`config.mk`:
```
export PLATFORM = sky130hd
export DESIGN_NAME = lse_status_event
export DESIGN_NICKNAME = d
export VERILOG_FILES = /design/src/shared/lse_pkg.sv /design/src/logic/lse_status_event.sv
export SDC_FILE = /design/constraint.sdc
export NUM_CORES = 1
export LEC_CHECK = 0
export BUFFER_PORTS_ARGS = -buffer_cell sky130_fd_sc_hd__buf_2
export CAP_MARGIN = 10
export CORE_MARGIN = 5
export CORE_UTILIZATION = 55
export CTS_BUF_LIST = sky130_fd_sc_hd__clkbuf_4
export DETAILED_ROUTE_END_ITERATION = 10
export PLACE_DENSITY_LB_ADDON = 0.15
export SYNTH_ARGS = -nofsm -noshare
export SYNTH_HDL_FRONTEND = slang
export SYNTH_SLANG_ARGS = --single-unit
```
`constraint.sdc`:
```
create_clock -name pclk -period 10.2 [get_ports pclk]
set_clock_uncertainty 0.15 [all_clocks]
set_input_delay 0.51 -clock pclk [delete_from_list [all_inputs] [get_ports pclk]]
set_output_delay 0.51 -clock pclk [all_outputs]
set_load 0.05 [all_outputs]
```
`src/shared/lse_pkg.sv`:
```
// constants, register map and types for the status and event reporter
package lse_pkg;
  timeunit 1ns;
  timeprecision 1ps;
  // register byte offsets
  localparam logic [7:0] ADDR_PRIMARY = 8'h00;
  localparam logic [7:0] ADDR_LINK = 8'h04;
  localparam logic [7:0] ADDR_EVENT = 8'h08;
  localparam logic [7:0] ADDR_CTRL = 8'h0c;
  localparam logic [7:0] ADDR_T1 = 8'h10;
  localparam logic [7:0] ADDR_N2 = 8'h14;
  // primary status fields
  localparam int PS_PKT_BIT = 7;
  localparam int PS_BLK_BIT = 6;
  localparam int PS_ERR_BIT = 5;
  localparam int PS_NE_LSB = 1;
  // link status fields
  localparam int LS_DOWN_BIT = 0;
  localparam int LS_IDLE_BIT = 5;
  localparam int LS_SEND_BIT = 6;
  localparam int LS_T1_BIT = 7;
  // control fields
  localparam int CTRL_RXEN_BIT = 0;
  // reset values
  localparam logic [7:0] EVENT_RESET = 8'h00;
  localparam logic CTRL_RXEN_RESET = 1'b0;
  localparam logic [15:0] T1_RESET = 16'h000a;
  localparam logic [7:0] N2_RESET = 8'h03;
  // event codes
  localparam logic [7:0] EVC_RX_OVERRUN = 8'h02;
  localparam logic [7:0] EVC_TX_UNDERRUN = 8'h04;
  localparam logic [7:0] EVC_LOOKUP_NRDY = 8'h10;
  localparam logic [7:0] EVC_LINK_UP = 8'h21;
  localparam logic [7:0] EVC_IDLE_DISC = 8'h22;
  localparam logic [7:0] EVC_SABM_DISC = 8'h24;
  localparam logic [7:0] EVC_DISC_RCVD = 8'h30;
  localparam logic [7:0] EVC_CHAIN_NEXT = 8'h41;
  localparam logic [7:0] EVC_CHAIN_NRDY = 8'h42;
  localparam logic [7:0] EVC_SABM_RCVD = 8'h80;
  localparam logic [7:0] EVC_SCMD_RETRY = 8'h88;
  localparam logic [7:0] EVC_FRMR_RCVD = 8'hc0;
  localparam logic [7:0] EVC_FRMR_CTRL = 8'hc1;
  localparam logic [7:0] EVC_FRMR_IFLD = 8'hc3;
  localparam logic [7:0] EVC_FRMR_SIZE = 8'hc4;
  localparam logic [7:0] EVC_FRMR_NR = 8'hc8;
  // frame reject reason encoding on frmr_reason
  localparam logic [1:0] FRMR_CTRL = 2'h0;
  localparam logic [1:0] FRMR_IFLD = 2'h1;
  localparam logic [1:0] FRMR_SIZE = 2'h2;
  localparam logic [1:0] FRMR_NR = 2'h3;
  // receiver idle threshold in bits
  localparam logic [3:0] IDLE_ONES = 4'hf;
  // timer tick
  localparam int CLK_MHZ = 100;
  localparam int TIMER_TICK_US = 100;
  localparam int TICK_CYCLES = TIMER_TICK_US * CLK_MHZ;
  typedef enum logic [2:0] {
    LSE_WATCH = 3'b001,
    LSE_COUNT = 3'b010,
    LSE_FIRED = 3'b100
  } lse_idle_state_type;
endpackage

```
`src/logic/lse_status_event.sv`:
```
// status flags, link status, event code register and interrupt line
// Notes on behaviour
// - any of three flags drives irq low
// - primary status read clears flags, irq high
// - packet flag only for clean in-sequence packet
// - packet stored first, next-expected count advances
// - connection-down bit is 1 when disconnected
// - fifteen consecutive ones set receiver idle
// - send request shows transmitter attempting to send
// - timer expiry flag set, cleared on restart
// - shift load into full fifo gives 02
// - holding register not ready aborts, gives 04
// - unready lookup segment with receive enabled gives 10
// - connection down to up gives 21
// - idle for period times retries sends disc, 22
// - sabm retries without ua sends disc, 24
// - disc/dm while up gives 30, sabm 80
// - moving to next chain segment gives 41
// - next chain segment not ready gives 42
// - supervisory command retries unacknowledged gives 88
// - received frame reject gives c0
// - sent frame reject gives c1, c3, c4, c8
// - events set error flag; software reads code
module lse_status_event #(
  parameter int TICK_CYCLES = lse_pkg::TICK_CYCLES
) (
  input wire logic pclk,
  input wire logic presetn,
  input wire logic psel,
  input wire logic penable,
  input wire logic pwrite,
  input wire logic [7:0] paddr,
  input wire logic [31:0] pwdata,
  output logic [31:0] prdata,
  output logic pready,
  output logic pslverr,
  input wire logic rx_clk_pin,
  input wire logic rx_data_pin,
  input wire logic rx_pkt_stored,
  input wire logic rx_pkt_error,
  input wire logic [2:0] rx_pkt_seq,
  input wire logic blk_acked,
  input wire logic tx_attempting,
  input wire logic ack_timer_start,
  input wire logic ack_timer_stop,
  input wire logic rx_shift_load,
  input wire logic rx_fifo_full,
  input wire logic tx_char_need,
  input wire logic tx_holding_ready,
  input wire logic rx_seg_enter,
  input wire logic rx_buffer_ready,
  input wire logic link_up,
  input wire logic rx_disc_dm,
  input wire logic rx_sabm,
  input wire logic rx_ua,
  input wire logic rx_frmr,
  input wire logic chain_next,
  input wire logic chain_not_ready,
  input wire logic sabm_sent,
  input wire logic scmd_sent,
  input wire logic scmd_acked,
  input wire logic frmr_sent,
  input wire logic [1:0] frmr_reason,
  output logic irq_out_n,
  output logic send_disc,
  output logic tx_abort,
  output logic [2:0] next_expected_seq,
  output logic receive_enable_cmd,
  output logic ack_timer_expired
);
  timeunit 1ns;
  timeprecision 1ps;
  localparam int TW = $clog2(TICK_CYCLES + 1);
  localparam logic [TW-1:0] TICK_LAST = TW'(TICK_CYCLES - 1);

  // elaboration checks: refuse what the logic cannot serve
  if (TICK_CYCLES < 1) begin : g_bad_tick
    $error("TICK_CYCLES must be at least 1");
  end

  // the ones counter saturates at the threshold, so it must be reachable
  if (lse_pkg::IDLE_ONES == 4'h0) begin : g_bad_idle
    $error("IDLE_ONES must be nonzero");
  end

  // the status views below pack their fields at fixed places
  if (lse_pkg::PS_PKT_BIT != 7 || lse_pkg::PS_BLK_BIT != 6 ||
      lse_pkg::PS_ERR_BIT != 5 || lse_pkg::PS_NE_LSB != 1) begin : g_bad_primary
    $error("primary status layout differs from its view");
  end
  if (lse_pkg::LS_T1_BIT != 7 || lse_pkg::LS_SEND_BIT != 6 ||
      lse_pkg::LS_IDLE_BIT != 5 || lse_pkg::LS_DOWN_BIT != 0) begin : g_bad_link
    $error("link status layout differs from its view");
  end

  // the control bit must lie inside the data word
  if (lse_pkg::CTRL_RXEN_BIT > 31) begin : g_bad_ctrl
    $error("CTRL_RXEN_BIT outside the data word");
  end

  // event selection by severity when several arrive together
  function automatic logic [7:0] pick_code(input logic [14:0] ev,
                                           input logic [1:0] why);
    logic [7:0] c;
    c = lse_pkg::EVENT_RESET;
    if (ev[0]) c = lse_pkg::EVC_RX_OVERRUN;
    else if (ev[1]) c = lse_pkg::EVC_TX_UNDERRUN;
    else if (ev[2]) begin
      case (why)
        lse_pkg::FRMR_CTRL: c = lse_pkg::EVC_FRMR_CTRL;
        lse_pkg::FRMR_IFLD: c = lse_pkg::EVC_FRMR_IFLD;
        lse_pkg::FRMR_SIZE: c = lse_pkg::EVC_FRMR_SIZE;
        default: c = lse_pkg::EVC_FRMR_NR;
      endcase
    end
    else if (ev[3]) c = lse_pkg::EVC_FRMR_RCVD;
    else if (ev[4]) c = lse_pkg::EVC_SABM_RCVD;
    else if (ev[5]) c = lse_pkg::EVC_DISC_RCVD;
    else if (ev[6]) c = lse_pkg::EVC_IDLE_DISC;
    else if (ev[7]) c = lse_pkg::EVC_SABM_DISC;
    else if (ev[8]) c = lse_pkg::EVC_SCMD_RETRY;
    else if (ev[9]) c = lse_pkg::EVC_LOOKUP_NRDY;
    else if (ev[10]) c = lse_pkg::EVC_CHAIN_NRDY;
    else if (ev[11]) c = lse_pkg::EVC_CHAIN_NEXT;
    else if (ev[12]) c = lse_pkg::EVC_LINK_UP;
    return c;
  endfunction

  // shared retry counter step: next count and limit hit
  function automatic logic [8:0] retry_step(input logic [7:0] cnt,
                                            input logic [7:0] lim);
    logic [7:0] n;
    n = cnt + 8'h01;
    return (n >= lim) ? {1'b1, 8'h00} : {1'b0, n};
  endfunction

  // apb access decode
  wire logic acc = psel && penable;
  wire logic done = acc && pready;
  wire logic wr_done = done && pwrite;
  wire logic rd_done = done && !pwrite;
  wire logic hit_primary = paddr == lse_pkg::ADDR_PRIMARY;
  wire logic hit_link = paddr == lse_pkg::ADDR_LINK;
  wire logic hit_event = paddr == lse_pkg::ADDR_EVENT;
  wire logic hit_ctrl = paddr == lse_pkg::ADDR_CTRL;
  wire logic hit_t1 = paddr == lse_pkg::ADDR_T1;
  wire logic hit_n2 = paddr == lse_pkg::ADDR_N2;
  wire logic mapped = hit_primary || hit_link || hit_event ||
                      hit_ctrl || hit_t1 || hit_n2;

  logic pkt_q, blk_q, err_q;
  logic [7:0] event_q;
  logic [15:0] t1_q;
  logic [7:0] n2_q;
  logic idle_q, send_q, link_q, link_d1_q;
  logic [7:0] primary_view, link_view;

  assign primary_view = {pkt_q, blk_q, err_q, 1'b0, next_expected_seq, 1'b0};
  // down bit is the inverse of link_q: 0 while connected
  assign link_view = {ack_timer_expired, send_q, idle_q, 4'h0, !link_q};
  wire logic [31:0] rd_mux =
      hit_primary ? {24'h0, primary_view} :
      hit_link ? {24'h0, link_view} :
      hit_event ? {24'h0, event_q} :
      hit_ctrl ? {31'h0, receive_enable_cmd} :
      hit_t1 ? {16'h0, t1_q} :
      hit_n2 ? {24'h0, n2_q} : 32'h0;

  // one wait state so all answers come from flops
  always_ff @(posedge pclk or negedge presetn) begin
    if (!presetn) begin
      pready <= 1'b0;
      prdata <= 32'h0;
      pslverr <= 1'b0;
    end else begin
      pready <= acc && !pready;
      // error only alongside pready, in the same answer cycle
      pslverr <= acc && !pready && !mapped;
      if (acc && !pready) prdata <= pwrite ? 32'h0 : rd_mux;
    end
  end

  always_ff @(posedge pclk or negedge presetn) begin
    if (!presetn) begin
      receive_enable_cmd <= lse_pkg::CTRL_RXEN_RESET;
      t1_q <= lse_pkg::T1_RESET;
      n2_q <= lse_pkg::N2_RESET;
    end else if (wr_done) begin
      if (hit_ctrl) receive_enable_cmd <= pwdata[lse_pkg::CTRL_RXEN_BIT];
      if (hit_t1) t1_q <= pwdata[15:0];
      if (hit_n2) n2_q <= pwdata[7:0];
    end
  end

  // serial pins: two flops each before use
  logic [1:0] rxc_s_q, rxd_s_q;
  logic rxc_last_q;
  always_ff @(posedge pclk or negedge presetn) begin
    if (!presetn) begin
      rxc_s_q <= 2'b00;
      rxd_s_q <= 2'b11;
      rxc_last_q <= 1'b0;
    end else begin
      rxc_s_q <= {rxc_s_q[0], rx_clk_pin};
      rxd_s_q <= {rxd_s_q[0], rx_data_pin};
      rxc_last_q <= rxc_s_q[1];
    end
  end
  wire logic rx_bit_stb = rxc_s_q[1] && !rxc_last_q;

  // run of ones on the receive line
  logic [3:0] ones_q;
  always_ff @(posedge pclk or negedge presetn) begin
    if (!presetn) begin
      ones_q <= 4'h0;
      idle_q <= 1'b0;
    end else if (rx_bit_stb) begin
      if (!rxd_s_q[1]) begin
        ones_q <= 4'h0;
        idle_q <= 1'b0;
      end else if (ones_q != lse_pkg::IDLE_ONES) begin
        ones_q <= ones_q + 4'h1;
        idle_q <= (ones_q + 4'h1) == lse_pkg::IDLE_ONES;
      end
    end
  end

  // timer tick prescaler shared by both timers
  logic [TW-1:0] pre_q;
  wire logic tick = pre_q == TICK_LAST;
  always_ff @(posedge pclk or negedge presetn) begin
    if (!presetn) pre_q <= '0;
    else pre_q <= tick ? '0 : pre_q + TW'(1);
  end

  // acknowledgement timer; a zero period acts as one tick
  // start outranks stop; expiry parks the timer until the next start
  logic t1_run_q;
  logic [15:0] t1_cnt_q;
  wire logic t1_hit = tick && t1_run_q && (t1_cnt_q + 16'h1 >= t1_q);
  always_ff @(posedge pclk or negedge presetn) begin
    if (!presetn) begin
      t1_run_q <= 1'b0;
      t1_cnt_q <= 16'h0;
      ack_timer_expired <= 1'b0;
    end else if (ack_timer_start) begin
      t1_run_q <= 1'b1;
      t1_cnt_q <= 16'h0;
      ack_timer_expired <= 1'b0;
    end else if (ack_timer_stop) begin
      t1_run_q <= 1'b0;
    end else if (t1_hit) begin
      t1_run_q <= 1'b0;
      ack_timer_expired <= 1'b1;
    end else if (tick && t1_run_q) begin
      t1_cnt_q <= t1_cnt_q + 16'h1;
    end
  end

  // receiver idle watchdog over period times retries
  lse_pkg::lse_idle_state_type idle_st_q, idle_st_d;
  logic [23:0] idle_cnt_q;
  wire logic [23:0] idle_lim = t1_q * n2_q;
  wire logic idle_hit = tick && (idle_cnt_q + 24'h1 >= idle_lim);
  always_comb begin
    idle_st_d = idle_st_q;
    case (idle_st_q)
      lse_pkg::LSE_WATCH: if (idle_q) idle_st_d = lse_pkg::LSE_COUNT;
      lse_pkg::LSE_COUNT: begin
        if (!idle_q) idle_st_d = lse_pkg::LSE_WATCH;
        else if (idle_hit) idle_st_d = lse_pkg::LSE_FIRED;
      end
      lse_pkg::LSE_FIRED: if (!idle_q) idle_st_d = lse_pkg::LSE_WATCH;
      default: idle_st_d = lse_pkg::LSE_WATCH;
    endcase
  end
  // fires once per idle run; the line must break to arm it again
  wire logic idle_fire = (idle_st_q == lse_pkg::LSE_COUNT) && idle_q &&
                         idle_hit;
  always_ff @(posedge pclk or negedge presetn) begin
    if (!presetn) begin
      idle_st_q <= lse_pkg::LSE_WATCH;
      idle_cnt_q <= 24'h0;
    end else begin
      idle_st_q <= idle_st_d;
      if (idle_st_d != lse_pkg::LSE_COUNT) idle_cnt_q <= 24'h0;
      else if (tick) idle_cnt_q <= idle_cnt_q + 24'h1;
    end
  end

  // retry counts for link setup and supervisory commands
  logic [7:0] sabm_cnt_q, scmd_cnt_q;
  wire logic [8:0] sabm_nx = retry_step(sabm_cnt_q, n2_q);
  wire logic [8:0] scmd_nx = retry_step(scmd_cnt_q, n2_q);
  wire logic sabm_fire = sabm_sent && !rx_ua && sabm_nx[8];
  wire logic scmd_fire = scmd_sent && !scmd_acked && scmd_nx[8];
  always_ff @(posedge pclk or negedge presetn) begin
    if (!presetn) begin
      sabm_cnt_q <= 8'h0;
      scmd_cnt_q <= 8'h0;
    end else begin
      // an acknowledgement in the same cycle as a send restarts the count
      if (rx_ua) sabm_cnt_q <= 8'h0;
      else if (sabm_sent) sabm_cnt_q <= sabm_nx[7:0];
      if (scmd_acked) scmd_cnt_q <= 8'h0;
      else if (scmd_sent) scmd_cnt_q <= scmd_nx[7:0];
    end
  end

  // event sources
  logic [14:0] ev;
  assign ev[0] = rx_shift_load && rx_fifo_full;
  assign ev[1] = tx_char_need && !tx_holding_ready;
  assign ev[2] = frmr_sent;
  assign ev[3] = rx_frmr;
  assign ev[4] = rx_sabm;
  assign ev[5] = rx_disc_dm && link_q;
  assign ev[6] = idle_fire;
  assign ev[7] = sabm_fire;
  assign ev[8] = scmd_fire;
  assign ev[9] = rx_seg_enter && !rx_buffer_ready &&
                 receive_enable_cmd;
  assign ev[10] = chain_not_ready;
  assign ev[11] = chain_next;
  assign ev[12] = link_up && !link_d1_q;
  assign ev[14:13] = 2'b00;
  wire logic any_ev = |ev;

  // clean, in-sequence, already stored packet
  wire logic pkt_ok = rx_pkt_stored && !rx_pkt_error &&
                      (rx_pkt_seq == next_expected_seq);

  // flags: a set in the clearing cycle survives
  wire logic clr = rd_done && hit_primary;
  wire logic pkt_d = pkt_ok || (pkt_q && !clr);
  wire logic blk_d = blk_acked || (blk_q && !clr);
  wire logic err_d = any_ev || (err_q && !clr);
  always_ff @(posedge pclk or negedge presetn) begin
    if (!presetn) begin
      pkt_q <= 1'b0;
      blk_q <= 1'b0;
      err_q <= 1'b0;
      irq_out_n <= 1'b1;
      next_expected_seq <= 3'h0;
      event_q <= lse_pkg::EVENT_RESET;
    end else begin
      pkt_q <= pkt_d;
      blk_q <= blk_d;
      err_q <= err_d;
      // from the next flag values, so irq moves with the flags
      irq_out_n <= !(pkt_d || blk_d || err_d);
      if (pkt_ok) next_expected_seq <= next_expected_seq + 3'h1;
      if (any_ev) event_q <= pick_code(ev, frmr_reason);
    end
  end

  // link state, send request and action strobes
  always_ff @(posedge pclk or negedge presetn) begin
    if (!presetn) begin
      link_q <= 1'b0;
      link_d1_q <= 1'b0;
      send_q <= 1'b0;
      send_disc <= 1'b0;
      tx_abort <= 1'b0;
    end else begin
      link_q <= link_up;
      // previous sample of link_up; a held level reports up once
      link_d1_q <= link_up;
      send_q <= tx_attempting;
      send_disc <= idle_fire || sabm_fire;
      tx_abort <= ev[1];
    end
  end
endmodule // lse_status_event

```
## After elaboration in Yosys (flattened, before gate mapping)

Index checks and enable logic that the tools add are counted.

| word-level totals | value |
|---|---|
| flip-flop bits (word level) | 163 |
| output and inout bits | 42 |

| cells by class | value |
|---|---|
| mux-type cells | 49 |
| equality and inequality tests | 18 |
| reductions and logical operators | 66 |
| add/subtract/negate cells | 7 |
| multipliers | 1 |
| $lt $le $gt $ge | 4 |

Operators by type and width:

| operator | count |
|---|---|
| 2-to-1 mux 16 bit | 10 |
| 2-to-1 mux 8 bit | 14 |
| 2-to-1 mux 24 bit | 2 |
| logical AND 1 bit | 28 |
| adder 24 x 1 -> 24 bit (second input constant) | 1 |
| >= comparator 24 bit | 1 |
| multiplier 16 x 8 -> 24 bit | 1 |
| 2-to-1 mux 7 bit | 3 |
| 2-to-1 mux 9 bit | 2 |
| adder 16 x 1 -> 16 bit (second input constant) | 1 |
| adder 8 x 1 -> 8 bit (second input constant) | 2 |
| equality test 8 x 4 -> 1 bit (second input constant) | 2 |
| equality test 8 x 5 -> 1 bit (second input constant) | 2 |
| >= comparator 16 bit | 1 |
| >= comparator 8 bit | 2 |
| adder 14 x 1 -> 14 bit (second input constant) | 1 |
| equality test 14 bit (second input constant) | 1 |
| 2-to-1 mux 14 bit | 1 |
| OR reduction 13 bit | 1 |
| logical NOT 1 bit | 12 |
| 2-to-1 mux 3 bit | 4 |
| one-hot mux 4 bit (3 select lines) | 1 |
| logical OR 1 bit | 11 |
| AND reduction 2 bit | 5 |
| other kinds (23) | 36 |

## Logic depth before layout (Yosys ltp)

| logic depth | value |
|---|---|
| depth in word-level cells | 15 |
| mapped depth | 28 |

## Worst setup path before layout

Ideal clock, no wire load.

| timing | value |
|---|---|
| path kind | register to register |
| from | reg n2_q[7] |
| to | reg event_q[2] |
| buffers on the path | 2 |
| stages on the path, launching flop included | 27 |
| required time | 9923 ps |
| setup slack | 3420 ps |
| setup time | 127 ps |
| arrival time | 6504 ps |
| cell sequence | dfrtp_1 inv_1 clkbuf_1 nor2_1 fa_1 fa_1 fa_1 inv_1 fa_1 inv_1 ha_1 and4_1 nand4_1 nand2_1 a31oi_1 a311o_2 mux2i_1 a2111oi_0 ha_1 nand4_1 nor4_1 o2111ai_1 a21oi_2 o211ai_4 and4b_1 buf_6 a221o_2 |

| on the way | value |
|---|---|
| cells in the longest elaborated chain, start to end | 12 |

Ends and longest elaborated chain:

| item | RTL line | RTL |
|---|---|---|
| start, declared | lse_status_event.sv:154 | `logic [7:0] n2_q;` |
| start signal, assigned | lse_status_event.sv:187 | `n2_q <= lse_pkg::N2_RESET;` |
| start signal, assigned | lse_status_event.sv:191 | `if (hit_n2) n2_q <= pwdata[7:0];` |
| parallel branches: the longest is 12 deep, another holds multiplier 16 x 8 -> 24 bit | -- |  |
| end signal, assigned | lse_status_event.sv:345 | `event_q <= lse_pkg::EVENT_RESET;` |
| end signal, assigned | lse_status_event.sv:353 | `if (any_ev) event_q <= pick_code(ev, frmr_reason);` |
| end, declared | lse_status_event.sv:152 | `logic [7:0] event_q;` |

Parallel ways; which one is timed is not known.
A chain may end at the register's enable or synchronous reset.

## Worst setup path after layout

| timing | value |
|---|---|
| from | reg n2_q[7] |
| to | reg event_q[1] |

Same word-level chain as after synthesis.

==> flow_metrics.tcl <==
set metrics [dict create \
    holdPathEnd "tx_abort$_DFF_PN0_" \
    clock_latency_ns 0.58 \
    synth_cell_types 77 \
    ys_seq_elements 147 \
    avgSynthCellArea_um2 8.95 \
    arrival_ns 8.91 \
    r2r_start "n2_q[7]$_DFFE_PN0P_" \
    drc 0 \
    post-route-util 0.613 \
    clock-root-buffer "clkbuf_4" \
    async_reset_ff_frac 1.00 \
    viasPerCell 5.57 \
    peakVddDrop_mv 0.0577 \
    relSlewSlack 0.274 \
    reg2reg_depth 24 \
    synth_ff_type "dfrtp_1" \
    syn-cell-area_mm2 0.0128 \
    die-area_mm2 0.0264 \
    cp_max_fo 15 \
    crit_type "flop to flop" \
    layout_worst_path_cycle_share 0.841 \
    grt_start_max_net_pins 91 \
    power_w 0.00141 \
    cp-end-kind "flop" \
    num_vias 10300 \
    grt_first_pass_wirelength_um 49400 \
    pin_count 117 \
    drive_above_1_share 0.116 \
    cts_sinks 147 \
    setup_violations 0 \
    syn_inst 1430 \
    yosysTopAreaCell "dfrtp_1" \
    p_per_area_mw_per_mm2 101 \
    clk_pin_slew_ns 0.15 \
    ys_seq_area_frac 0.288 \
    r2r_setup_slack_ns 1.62 \
    place_area_mm2 0.0134 \
    core_mm2 0.0228 \
    port_buffers 84 \
    min_from "tx_holding_ready" \
    maxSlewViolCount 0 \
    numCtsBuffers 17 \
    nets 1792 \
    yosysTopAreaCellShare 0.272 \
    worst_slew_pin_slew_ns 1.08 \
    cp.required_ns 10.53 \
    leakage_nw 6.86 \
    ys_warn_count 0 \
    syn_to_final_growth_pct 9.18 \
    initial_core_util 0.562 \
    avgRoutedWirePerCell_um 16.3 \
    hold_class "input pin to flop" \
    worstHoldPathCells 3 \
    cts_tree "built" \
    dp_hpwl_um 22400 \
    cts-resized-gates 0 \
    ant_nets 0 \
    drt_iter0_drc 645 \
    setup_tns_ns 0 \
    synthTopCellsByArea "dfrtp_1 (27%), fa_1 (13%), ha_1 (11%)" \
    globalplace.congestion 0.849 \
    grt_pass1_vias 10100 \
    clock_path_buffers 2 \
    hold_viol_final 0 \
    first_pass_iters 5 \
    htreeDepth 4 \
    max-cap-violations 0 \
    die_y_um 163 \
    cp-start-kind "flop" \
    die_w_um 163 \
    drt_wl_total_um 30200 \
    fmaxAchievable_ghz 0.117 \
    outcome "completed" \
    grt_usage 0.231 \
    r2r_end "event_q[1]$_DFFE_PN0P_" \
    grt_overflow_total 0 \
    rsz0062_at_grt "false" \
    rows 55 \
    antenna_found_initial 1 \
    final_area_mm2 0.0140 \
    period_needed_ns 8.58 \
    synth_edf_count 0 \
]
[registers in the layout (all words and copies together), names as in the netlist, 2 cells and up]
| signal | flops |
|---|---|
| sabm_cnt_q | 8 |
| rxc_s_q | 2 |
| next_expected_seq | 3 |
| ones_q | 4 |
| prdata | 16 |
| idle_cnt_q | 24 |
| pre_q | 14 |
| idle_st_q | 3 |
| t1_cnt_q | 16 |
| t1_q | 16 |
| rxd_s_q | 2 |
| event_q | 8 |
| scmd_cnt_q | 8 |
| n2_q | 8 |
[Yosys cell counts, types with 6 or more instances]
master	number
nand2_1	152
nor2_1	198
inv_1	135
buf_2	7
a22o_1	15
xnor2_1	51
a32o_1	9
nor2b_1	23
mux2_2	20
nand4_1	13
ha_1	108
xor2_1	55
dfrtp_1	139
a21o_1	14
clkbuf_1	26
nor3_1	26
o21ai_0	60
a31oi_1	12
mux2i_1	9
a21oi_1	42
or3_1	6
clkinv_1	10
buf_4	17
and2_1	24
fa_1	84
nand2b_1	11
nand3_1	35
dfstp_2	8
and3_1	25
[final cells by class]
class,count,area [um2]
diodes,1,2.50
repair buffers,115,726
inverters,145,544
multi-input cells,1099,8340
clock inverters,15,148
flip-flops and latches,147,3690
well taps,313,392
clock buffers,17,128
fillers,1965,8810
[worst max-delay path by stage]
| stage | slack, ns | endpoint | cells past startpoint | startpoint |
|---|---|---|---|---|
| after floorplan | 3.42 | event_q[2]$_DFFE_PN0P_ | 26 | n2_q[7]$_DFFE_PN0P_ |
| after global placement | 2.06 | idle_cnt_q[23]$_DFFE_PN0P_ | 23 | n2_q[7]$_DFFE_PN0P_ |
| after detailed placement | 1.86 | idle_cnt_q[7]$_DFFE_PN0P_ | 24 | n2_q[4]$_DFFE_PN0P_ |
| after CTS | 1.75 | event_q[1]$_DFFE_PN0P_ | 25 | n2_q[4]$_DFFE_PN0P_ |
| after global routing | 1.23 | event_q[1]$_DFFE_PN0P_ | 24 | n2_q[7]$_DFFE_PN0P_ |
| final | 1.62 | event_q[1]$_DFFE_PN0P_ | 24 | n2_q[7]$_DFFE_PN0P_ |
[cells in the final DEF, fill, tap and decap left out, types with 23 or more instances in the layout]
master	instances
and3_1	25
nand3_1	35
dfrtp_1	139
a21oi_1	41
inv_1	135
nor2b_1	23
xnor2_1	51
buf_2	83
nor3_1	26
dlygate4sd3_1	25
o21ai_0	60
fa_1	84
and2_1	24
nand2_1	152
nor2_1	197
xor2_1	55
ha_1	108
[layer usage]
layer  routed length [um]  track usage
met5                    0            0
met2                14500        0.382
met3                 1740       0.0463
met1                13500        0.315
met4                  528       0.0546
[kinds of logic after synthesis]
| group | after synthesis | synth area share |
|---|---|---|
| and+or+nand+nor | 551 | 0.204 |
| adders and majority gates | 192 | 0.237 |
| other | 1 | 0.000293 |
| muxes | 29 | 0.0246 |
| buffers and inverters | 199 | 0.0646 |
| xor gates and xnor gates | 106 | 0.0726 |
| AOI/OAI and AO/OA | 205 | 0.109 |
| DFF | 147 | 0.288 |
[metrics by stage]
stage          hold WS, ns  worst slack [ns]  instances
2_1_floorplan       0.0644              3.42       1445
3_3_place_gp         0.183              2.06       1793
3_5_place_dp         0.188              1.86       1793
4_1_cts            0.00748              1.75       1847
5_1_grt            0.00362              1.23       1852
6_report            0.0884              1.62       1852
[timing repair]
action / 4_1_cts / 5_1_grt
hold buffers: 22 / 3
setup buffers: 0 / 0
endpoints found under the hold margin: 109 / 4
[report_power, final]
part | leakage [nW] | internal [W] | switching [W]
Clock | 0.148 | 0.000128 | 0.000253
Sequential | 1.86 | 0.000598 | 0.0000169
Combinational | 4.85 | 0.000170 | 0.000249
[critical path: stages, from the launching register on]
cell	delay (ns)
dfrtp_1	0.53
inv_1	0.55
nor2_1	0.16
fa_1	0.55
fa_1	0.54
fa_1	0.56
inv_1	0.06
fa_1	0.52
inv_1	0.04
ha_1	0.39
and4_1	0.28
a311oi_1	0.43
nand3_1	0.22
a41oi_1	0.31
a31o_2	0.20
xnor2_1	0.07
ha_1	0.30
nand4_1	0.15
nor4_1	0.51
o2111ai_1	0.26
a21oi_2	0.26
o211ai_4	0.19
and4b_1	0.36
a221o_1	0.35
dlygate4sd3_1	0.55
Power figures use the tool's default switching activity.
